[src/inc/csp_consts.svh]
// constants for the core status and power register bank
`ifndef CSP_CONSTS_SVH
`define CSP_CONSTS_SVH
`define CSP_ADDR_SP      8'h81
`define CSP_ADDR_DPL     8'h82
`define CSP_ADDR_DPH     8'h83
`define CSP_ADDR_POWER_CONTROL    8'h87
`define CSP_ADDR_SYSTEM_CONTROL  8'hBF
`define CSP_ADDR_PSW     8'hD0
`define CSP_SP_RESET     8'h07
`define CSP_ZERO8        8'h00
`define CSP_ZERO16       16'h0000
`define CSP_SYS_WDR      7
`define CSP_SYS_ADDR_LATCH_OUTPUT_INHIBIT     0
`define CSP_PSW_CY       7
`define CSP_PSW_AC       6
`define CSP_PSW_F0       5
`define CSP_PSW_RS1      4
`define CSP_PSW_RS0      3
`define CSP_PSW_OV       2
`define CSP_PSW_P        0
`define CSP_POWER_CONTROL_BAUD_DOUBLER    7
`define CSP_POWER_CONTROL_GF1     3
`define CSP_POWER_CONTROL_GF0     2
`define CSP_POWER_CONTROL_PD      1
`define CSP_POWER_CONTROL_IDLE    0
`define CSP_PSW_WMASK    8'hFC
`define CSP_POWER_CONTROL_WMASK   8'h8F
`define CSP_RAM_UPPER    8'h80
`define CSP_BITRAM_LO    8'h20
`define CSP_BITRAM_HI    8'h2F
`define CSP_ALE_DIV      3'h5
`define CSP_ONE8         8'h01
`define CSP_ONE3         3'h1
`endif

[src/inc/csp_pkg.sv]
// types shared by the core status and power register bank
package csp_pkg;
  typedef enum logic [1:0] {
    CSP_RUN,
    CSP_IDLE,
    CSP_POWER_DOWN_REQUEST
  } csp_mode_t;

  // one special function register bus request
  typedef struct packed {
    logic       rd;
    logic       wr;
    logic [7:0] addr;
    logic [7:0] wdata;
  } csp_sfr_req_t;

  // arithmetic flag update from the core datapath
  typedef struct packed {
    logic carry_we;
    logic carry;
    logic aux_we;
    logic aux_carry;
    logic ovf_we;
    logic ovf;
  } csp_flag_upd_t;

  // state of the bank apart from second_byte_r and ret_high_r
  typedef struct packed {
    logic [7:0]  sp;
    logic [15:0] data_pointer;
    logic [7:0]  program_status_word;
    logic [7:0]  power_control;
    logic        watchdog_reset_flag;
    logic        addr_latch_output_inhibit;
    csp_mode_t   mode;
    logic [2:0]  ale_cnt;
    logic        ale;
    logic [7:0]  rdata;
  } csp_state_t;
endpackage

[src/core/csp_core_regs.sv]
// core status, stack, data pointer and power control registers
`timescale 1ns/1ps
`include "csp_consts.svh"

module csp_core_regs (
  // clock and reset
  input  wire logic                  clk_sys_in,
  input  wire logic                  reset_in,
  input  wire logic                  por_in,
  input  wire logic                  wdt_overflow_in,
  // direct special function register bus
  input  wire csp_pkg::csp_sfr_req_t sfr_req_in,
  output logic [7:0]                 sfr_rdata_out,
  output logic                       sfr_hit_out,
  // datapath flags and stack pushes and pops
  input  wire csp_pkg::csp_flag_upd_t flag_upd_in,
  input  wire logic [7:0]            acc_in,
  input  wire logic                  push_in,
  input  wire logic                  pop_in,
  input  wire logic                  call_push_in,
  input  wire logic [15:0]           ret_addr_in,
  // internal data memory address decode
  input  wire logic [7:0]            mem_addr_in,
  input  wire logic                  mem_indirect_in,
  input  wire logic [2:0]            reg_index_in,
  output logic [7:0]                 reg_ram_addr_out,
  output logic                       ram_sel_out,
  output logic                       sfr_sel_out,
  output logic                       bit_addr_ok_out,
  // stack write port
  output logic                       stack_we_out,
  output logic [7:0]                 stack_addr_out,
  output logic [7:0]                 stack_wdata_out,
  // wake and fetch status
  input  wire logic                  irq_pending_in,
  input  wire logic                  int_fetch_in,
  // clock gating and pins
  output logic                       cpu_clk_en_out,
  output logic                       periph_clk_en_out,
  output logic                       osc_en_out,
  output logic                       ale_out,
  output logic                       baud_double_out,
  output logic [15:0]                data_pointer_out,
  output logic [1:0]                 bank_select_out
);

  csp_pkg::csp_state_t state_r;
  csp_pkg::csp_state_t state_nxt;

  // bank base address from the two select bits
  function automatic logic [7:0] bank_base(input logic [1:0] sel);
    bank_base = {3'h0, sel, 3'h0};
  endfunction

  // odd parity of a byte
  function automatic logic odd_parity(input logic [7:0] v);
    odd_parity = ^v;
  endfunction

  logic       wr_hit;
  logic [7:0] sp_inc;
  logic       second_byte_r;
  logic       second_byte_nxt;
  logic [7:0] ret_high_r;

  assign sp_inc  = state_r.sp + `CSP_ONE8;
  assign wr_hit  = sfr_req_in.wr;

  // next state of the whole bank
  always_comb begin
    state_nxt = state_r;
    second_byte_nxt = 1'b0;
    // sfr writes, direct access only
    if (wr_hit) begin
      unique case (sfr_req_in.addr)
        `CSP_ADDR_SP: state_nxt.sp = sfr_req_in.wdata;
        `CSP_ADDR_DPL: state_nxt.data_pointer[7:0] = sfr_req_in.wdata;
        `CSP_ADDR_DPH: state_nxt.data_pointer[15:8] = sfr_req_in.wdata;
        `CSP_ADDR_POWER_CONTROL: begin
          state_nxt.power_control = sfr_req_in.wdata & `CSP_POWER_CONTROL_WMASK;
        end
        `CSP_ADDR_SYSTEM_CONTROL: begin
          state_nxt.addr_latch_output_inhibit = sfr_req_in.wdata[`CSP_SYS_ADDR_LATCH_OUTPUT_INHIBIT];
          if (!sfr_req_in.wdata[`CSP_SYS_WDR]) begin
            state_nxt.watchdog_reset_flag = 1'b0;
          end
        end
        `CSP_ADDR_PSW: begin
          state_nxt.program_status_word = sfr_req_in.wdata & `CSP_PSW_WMASK;
        end
        default: ;
      endcase
    end
    // datapath flag updates win over a same-cycle write
    if (flag_upd_in.carry_we) begin
      state_nxt.program_status_word[`CSP_PSW_CY] = flag_upd_in.carry;
    end
    if (flag_upd_in.aux_we) begin
      state_nxt.program_status_word[`CSP_PSW_AC] = flag_upd_in.aux_carry;
    end
    if (flag_upd_in.ovf_we) begin
      state_nxt.program_status_word[`CSP_PSW_OV] = flag_upd_in.ovf;
    end
    state_nxt.program_status_word[1] = 1'b0;
    state_nxt.program_status_word[`CSP_PSW_P] = odd_parity(acc_in);
    // stack: pre-increment, return address low byte then high byte
    if (second_byte_r) begin
      state_nxt.sp = sp_inc;
    end else if (call_push_in) begin
      state_nxt.sp = sp_inc;
      second_byte_nxt = 1'b1;
    end else if (push_in) begin
      state_nxt.sp = sp_inc;
    end else if (pop_in) begin
      state_nxt.sp = state_r.sp - `CSP_ONE8;
    end
    // power modes; power-down only ends on reset
    unique case (state_r.mode)
      csp_pkg::CSP_RUN: begin
        if (state_nxt.power_control[`CSP_POWER_CONTROL_PD]) begin
          state_nxt.mode = csp_pkg::CSP_POWER_DOWN_REQUEST;
        end else if (state_nxt.power_control[`CSP_POWER_CONTROL_IDLE]) begin
          state_nxt.mode = csp_pkg::CSP_IDLE;
        end
      end
      csp_pkg::CSP_IDLE: begin
        if (irq_pending_in) begin
          state_nxt.mode = csp_pkg::CSP_RUN;
          state_nxt.power_control[`CSP_POWER_CONTROL_IDLE] = 1'b0;
        end
      end
      csp_pkg::CSP_POWER_DOWN_REQUEST: state_nxt.mode = csp_pkg::CSP_POWER_DOWN_REQUEST;
      default: state_nxt.mode = csp_pkg::CSP_RUN;
    endcase
    // address strobe at fosc/6; frozen in power-down, gated by the
    // next mode so no strobe leaks out in the first power-down cycle
    if (state_nxt.mode != csp_pkg::CSP_POWER_DOWN_REQUEST) begin
      if (state_r.ale_cnt == `CSP_ALE_DIV) begin
        state_nxt.ale_cnt = 3'h0;
      end else begin
        state_nxt.ale_cnt = state_r.ale_cnt + `CSP_ONE3;
      end
      state_nxt.ale = (state_r.ale_cnt == 3'h0) &&
                      !(state_r.addr_latch_output_inhibit && int_fetch_in);
    end else begin
      state_nxt.ale = 1'b0;
    end
    // registered read data
    unique case (sfr_req_in.addr)
      `CSP_ADDR_SP: state_nxt.rdata = state_r.sp;
      `CSP_ADDR_DPL: state_nxt.rdata = state_r.data_pointer[7:0];
      `CSP_ADDR_DPH: state_nxt.rdata = state_r.data_pointer[15:8];
      `CSP_ADDR_POWER_CONTROL: state_nxt.rdata = state_r.power_control;
      `CSP_ADDR_SYSTEM_CONTROL: state_nxt.rdata = {state_r.watchdog_reset_flag, 6'h00, state_r.addr_latch_output_inhibit};
      `CSP_ADDR_PSW: state_nxt.rdata = state_r.program_status_word;
      default: state_nxt.rdata = `CSP_ZERO8;
    endcase
    if (!sfr_req_in.rd) begin
      state_nxt.rdata = `CSP_ZERO8;
    end
  end

  // registers; the watchdog flag outlives its own reset
  always_ff @(posedge clk_sys_in) begin
    if (reset_in) begin
      state_r.sp      <= `CSP_SP_RESET;
      state_r.data_pointer    <= `CSP_ZERO16;
      state_r.program_status_word     <= `CSP_ZERO8;
      state_r.power_control    <= `CSP_ZERO8;
      state_r.addr_latch_output_inhibit    <= 1'b0;
      state_r.mode    <= csp_pkg::CSP_RUN;
      state_r.ale_cnt <= 3'h0;
      state_r.ale     <= 1'b0;
      state_r.rdata   <= `CSP_ZERO8;
      second_byte_r   <= 1'b0;
      ret_high_r      <= `CSP_ZERO8;
      if (por_in) begin
        state_r.watchdog_reset_flag <= 1'b0;
      end else if (wdt_overflow_in) begin
        state_r.watchdog_reset_flag <= 1'b1;
      end
    end else begin
      state_r       <= state_nxt;
      second_byte_r <= second_byte_nxt;
      if (call_push_in) begin
        ret_high_r <= ret_addr_in[15:8];
      end
      if (wdt_overflow_in) begin
        state_r.watchdog_reset_flag <= 1'b1;
      end
    end
  end

  // stack write: low byte at sp+1, then high byte at sp+2
  always_comb begin
    stack_we_out    = call_push_in || second_byte_r || push_in;
    stack_addr_out  = sp_inc;
    stack_wdata_out = second_byte_r ? ret_high_r : ret_addr_in[7:0];
  end

  // memory space decode; direct upper half goes to registers
  always_comb begin
    reg_ram_addr_out = bank_base(state_r.program_status_word[`CSP_PSW_RS1:`CSP_PSW_RS0])
                       | {5'h00, reg_index_in};
    sfr_sel_out = !mem_indirect_in &&
                  (mem_addr_in >= `CSP_RAM_UPPER);
    ram_sel_out = !sfr_sel_out;
    bit_addr_ok_out = (mem_addr_in >= `CSP_BITRAM_LO) &&
                      (mem_addr_in <= `CSP_BITRAM_HI);
  end

  // outputs
  assign sfr_rdata_out     = state_r.rdata;
  assign sfr_hit_out       = (sfr_req_in.addr == `CSP_ADDR_SP) ||
                             (sfr_req_in.addr == `CSP_ADDR_DPL) ||
                             (sfr_req_in.addr == `CSP_ADDR_DPH) ||
                             (sfr_req_in.addr == `CSP_ADDR_POWER_CONTROL) ||
                             (sfr_req_in.addr == `CSP_ADDR_SYSTEM_CONTROL) ||
                             (sfr_req_in.addr == `CSP_ADDR_PSW);
  assign cpu_clk_en_out    = (state_r.mode == csp_pkg::CSP_RUN);
  assign periph_clk_en_out = (state_r.mode != csp_pkg::CSP_POWER_DOWN_REQUEST);
  assign osc_en_out        = (state_r.mode != csp_pkg::CSP_POWER_DOWN_REQUEST);
  assign ale_out           = state_r.ale;
  assign baud_double_out   = state_r.power_control[`CSP_POWER_CONTROL_BAUD_DOUBLER];
  assign data_pointer_out  = state_r.data_pointer;
  assign bank_select_out   = state_r.program_status_word[`CSP_PSW_RS1:`CSP_PSW_RS0];

endmodule

[config.mk]
export PLATFORM = sky130hd
export DESIGN_NAME = csp_core_regs
export DESIGN_NICKNAME = d
export VERILOG_FILES = /design/src/inc/csp_pkg.sv /design/src/core/csp_core_regs.sv
export VERILOG_INCLUDE_DIRS = /design/src /design/src/inc
export SDC_FILE = /design/constraint.sdc
export NUM_CORES = 1
export LEC_CHECK = 0
export BUFFER_PORTS_ARGS = -buffer_cell sky130_fd_sc_hd__buf_4
export CAP_MARGIN = 20
export CORE_ASPECT_RATIO = 1.25
export CORE_UTILIZATION = 41
export CTS_CLUSTER_DIAMETER = 100
export DETAILED_ROUTE_END_ITERATION = 6
export MAX_ROUTING_LAYER = met4
export PLACE_DENSITY = 0.71
export SLEW_MARGIN = 20
export SYNTH_ARGS = -nofsm -noshare
export SYNTH_HDL_FRONTEND = slang
export SYNTH_SLANG_ARGS = --single-unit
[constraint.sdc]
create_clock -name clk_sys_in -period 1.89 [get_ports clk_sys_in]
set_input_delay 0.0945 -clock clk_sys_in [delete_from_list [all_inputs] [get_ports clk_sys_in]]
set_output_delay 0.0945 -clock clk_sys_in [all_outputs]
set_load 0.01 [all_outputs]
== Word-level counts from Yosys, hierarchy flattened ==
Index checks and enable logic that the tools add are counted.
Storage, ports and cells
  memory bits (writable): 0
  word-level logic and storage cells: 113
  flip-flop bits (word level): 62
  input port bits: 69
  output and inout port bits: 60
  memories: 0
  latch bits: 0
  ROM bits: 0
Operators by class
  equal/unequal tests: 13
  mux-type cells: 32
  shifts and indexed selects: 0
  reduce and logical (&&, ||, !) cells: 40
  div/mod/pow operators: 0
  bitwise logic cells: 3
  order comparisons: 3
  multiply operators: 0
  $add $sub $neg: 3
Operator list (count)
  $mux W8: 11
  $eq A8 B8 Y1 const B: 6
  $pmux W8 S6: 1
  $mux W42: 1
  $reduce_and A2 Y1: 9
  $mux W16: 1
  $reduce_bool A2 Y1: 6
  $mux W1: 11
  $reduce_bool A5 Y1: 2
  $add A8 B1 Y8 const B: 1
  $ge A8 B6 Y1 const B: 1
  $ge A8 B8 Y1 const B: 1
  $le A8 B6 Y1 const B: 1
  $mux W2: 4
  $reduce_xor A8 Y1: 1
  $sub A8 B1 Y8 const B: 1
  $logic_or A1 B1 Y1: 7
  $mux W3: 2
  $pmux W2 S3: 1
  $reduce_bool A3 Y1: 2
  $reduce_or A2 Y1: 3
  $or A5 B3 Y5: 1
  $logic_and A1 B1 Y1: 4
  $ne A2 B2 Y1 const B: 2
  other kinds (11): 14

== Logic depth before layout (Yosys ltp) ==
  depth after elaboration: 9
  mapped depth: 8
  gate-level depth less buffers: 7

== Worst setup path before layout ==
Ideal clock, no wire load.
  kind: register -> register
  from: reg state_r[48] in the netlist's numbering
  to: reg state_r[54] in the netlist's numbering
  clock period less this slack: 1.872 ns
  arrival time: 1.802 ns
  setup time: 0.070 ns
  path buffers: 0
  required time: 1.820 ns
  slack: 0.018 ns
  stages on the path, launching flop included: 8
  cell sequence: dfxtp_1 -> inv_1 -> ha_1 -> or3b_1 -> or4_1 -> a31oi_1 -> nand3_1 -> a21oi_1
On the way
  longest elaborated chain between the ends: 5
  elaborated cells between the ends (all ways): 6
  classes of those cells: add/sub (2); mux (4)
Ends and longest elaborated chain
  from (decl): RTL line csp_core_regs.sv:47  | csp_pkg::csp_state_t state_r;
  from (signal assigned): RTL line csp_core_regs.sv:183  | state_r <= state_nxt;
  $sub A8 B1 Y8 (no source line)
  $mux W8: RTL line csp_core_regs.sv:114  | end else if (pop_in) begin
  $mux W8: RTL line csp_core_regs.sv:112  | end else if (push_in) begin
  $mux W8: RTL line csp_core_regs.sv:109  | end else if (call_push_in) begin
  $mux W8 (*): RTL line csp_core_regs.sv:107  | if (second_byte_r) begin
Mark *: on every way between the ends. The rest lies on a longest branch, timed or not.
A chain may end at the register's enable or synchronous reset.

== Final worst setup path ==
Same ends and word-level chain as after synthesis.

==> impl_metrics.toml <==
[power]
power_leakage_nw = 1.98
ir_drop_mv = 0.426
powerDensity_nw_per_um2 = 681

[drt]
drtIter0Drc = 240
wl_per_cell_um = 15.6
ant_nets = 0
totalWireLength_mm = 9.66
vias = 3419
remaining_drc_errors = 8
firstDrtPassIters = 7
via_per_inst = 5.53

[sta]
finalHoldViolations = 0
clock_skew_ns = 0.00786
tns_ns = 0
rsz0062_at_grt = "false"
drv_slew = 0
post-route-period-util_pct = 93.9
fin_crit_ns = 1.77
hold_slack_ns = 0.0221
max_freq_ghz = 0.564
finalSetupViolCount = 0

[clocking]
cts_max_level = 3
numCtsBuffers = 9
ctsLongestPathBuffers = 2
path_clk_slew_ns = 0.07
insertion_delay_ns = 0.34
cts_tree = "done"
cts_root_buffer = "clkbuf_8"
cts.sink_count = 61

[worst_hold_path]
hold_end = "state_r[31]"
holdPathStages = 3
min_from = "flag_upd_in[5]"
holdCritPathClass = "in -> reg"

[logic_synthesis]
async_flop_share_pct = 0
syn_area_um2 = 3520
post_synth.cell_area_avg_um2 = 8.40
synth_top_area_share_pct = 34.1
synth_warnings = 0
netlist_instances = 419
synth_ff_type = "dfxtp_1"
ys_ff_latch = 61
synth-edff-count = 1
synth.distinct_cells = 60
synth.area.top_cells = "dfxtp_1 34%, buf_4 7.5%, a21oi_1 5.7%"
synth_top_cell_by_area = "dfxtp_1"
ys_seq_area_share_pct = 35.0

[global_route]
grt_pass1_vias = 3333
antenna_found_initial = 0
grt_use_total_pct = 23.0
overflow = 0
grt_pass1_wl_mm = 15.6
grt_max_degree = 35

[setup_path]
worstReg2RegStart = "state_r[48]"
crit_cells = 7
cp.required_ns = 2.17
start_kind = "flop"
cp_num_buf_inv = 1
max_stage_delay_ns = 0.40
worstPathArrival_ns = 2.06
reg2reg_slack_ns = 0.12
worstReg2RegEnd = "state_r[54]"
slowest_stage = "or4_1"
worstSetupPathType = "reg -> reg"
crit_chain = "inv_1 -> ha_2 -> or3b_4 -> or4_1 -> a31oi_1 -> nand3_1 -> a21oi_2"
cp-end-kind = "flop"
path_max_fanout = 3
reg2regPathDepth = 7
cpLargestDelayFamily = "simple AND/OR/NAND/NOR gates"

[die]
ioPinCount = 129
dieWidth_um = 84.9
row_count = 37
fp.dieH_um = 106
core_um2 = 8290
die-area_um2 = 8960
start_util_pct = 42.5

[placed_design]
routabilityCongestion = 0.866
io_buffers = 115
place.detailed.hpwl_mm = 7.20

[final_layout]
drive_above_1_share_pct = 34.0
area_growth_pct = 29.9
nNetsFinal = 587
fin_util_pct = 55.1
antenna_cells = 0

[run]
maxCapViolCount = 0

[outcome]
violations = "design-rule violations"
status = "finished, violations left"
[cells in the final DEF (no fill, tap or decap), drive strengths merged, types with 3 or more instances in the layout]
master | netlist | final
and3 | 8 | 8
dfxtp | 60 | 60
nor3b | 3 | 3
or4 | 3 | 3
mux2 | 10 | 10
inv | 11 | 11
a32oi | 5 | 5
nor4b | 3 | 3
o211ai | 4 | 4
a211o | 3 | 3
nor2 | 31 | 31
nand3 | 26 | 26
nor3 | 8 | 8
a22o | 3 | 3
a222oi | 3 | 3
nand2b | 4 | 4
dlygate4sd3 | 0 | 9
clkbuf | 13 | 12
buf | 48 | 136
nand2 | 42 | 42
nor2b | 6 | 6
conb | 1 | 3
nand4 | 3 | 3
a21oi | 40 | 40
mux2i | 20 | 20
xor2 | 5 | 5
o21ai | 12 | 12
xnor2 | 11 | 11
clkinv | 0 | 4
a22oi | 3 | 3
[timing repair]
action                                 CTS  global route
endpoints found under the hold margin    8             1
setup endpoints to repair                0             1
buffers inserted                         0             0
hold buffers                             8             1
gates resized for setup                  0             3
[tightest hold or removal path, delay by kind of cell]
kind                   cells  cell delay [ns]
multiplexers               1             0.07
buffers and inverters      1             0.08
AND/OR/NAND/NOR            1             0.08
[sequential cells by signal, summed over array words and instances, names as in the netlist]
| signal | cells |
|---|---|
| bank_select_out | 2 |
| baud_double_out | 1 |
| state_r | 24 |
| second_byte_r | 1 |
| ale_out | 1 |
| sfr_rdata_out | 8 |
| ret_high_r | 8 |
| data_pointer_out | 16 |
[cell families after synthesis]
logic type | count (synthesis) | synth area share [%]
adder cells (fa/ha/maj) | 2 | 0.711
AO/OA/AOI/OAI | 89 | 16.7
flip-flops | 61 | 35.0
buffers and inverters | 72 | 12.2
XOR/XNOR | 16 | 3.98
AND/OR/NAND/NOR | 148 | 22.3
other | 1 | 0.107
multiplexers | 30 | 9.00
[metrics by stage]
stage / area (µm²) / power, mW / std cells / setup WS, ns
6_report: 4570 / 3.11 / 618 / 0.116
2_1_floorplan: 3530 / 1.74 / 421 / 0.0178
3_3_place_gp: 4280 / 2.01 / 593 / 0.135
3_5_place_dp: 4280 / 2.03 / 593 / 0.0856
5_1_grt: 4570 / 3.25 / 618 / 0.0123
4_1_cts: 4550 / 3.13 / 617 / 0.0688
[cells in the mapped netlist, types with 3 or more instances]
library cell  instances
xor2_1                5
buf_1                 4
clkbuf_1             13
buf_2                 7
o211ai_1              4
nor2_1               30
a222oi_1              3
a22o_1                3
nor4b_1               3
a32oi_1               5
nor2b_1               6
dfxtp_1              60
nor3b_1               3
inv_1                10
o21ai_0              12
mux2_2               10
nand2_1              42
xnor2_1              11
a21oi_1              40
mux2i_1              19
nand2b_1              4
buf_4                35
or4_1                 3
nand3_1              26
nor3_1                5
and3_1                7
a22oi_1               3
[how the worst max path moves through the flow]
stage                            from          end
after floorplan           state_r[48]  state_r[54]
after global placement    state_r[48]  state_r[54]
after detailed placement  state_r[48]  state_r[54]
after CTS                 state_r[48]  state_r[54]
after global routing      state_r[48]  state_r[54]
final                     state_r[48]  state_r[54]
[final cells by class]
class                      instances  area (µm²)
fill                             776        3720
clock buffer                      12         166
tap                               97         121
sequential                        61        1230
inverter                          11        43.8
timing repair buffer             145        1110
clock inverter                     4        20.0
multi-input combinational        288        1880
[metal layers]
layer  routed length, µm  up-vias  track usage, %
met5                   0        -               -
met4                 180        0            10.5
met3                 737       14            5.40
met2                4950      165            38.5
met1                3790     1593            25.8
li1                    -     1647               -
[report_power, final]
part,internal (mW),switching [mW]
Clock,0.583,0.513
Sequential,1.34,0.0442
Combinational,0.325,0.308
Total,2.25,0.866
Note: power is estimated with default switching activity, not from simulation.
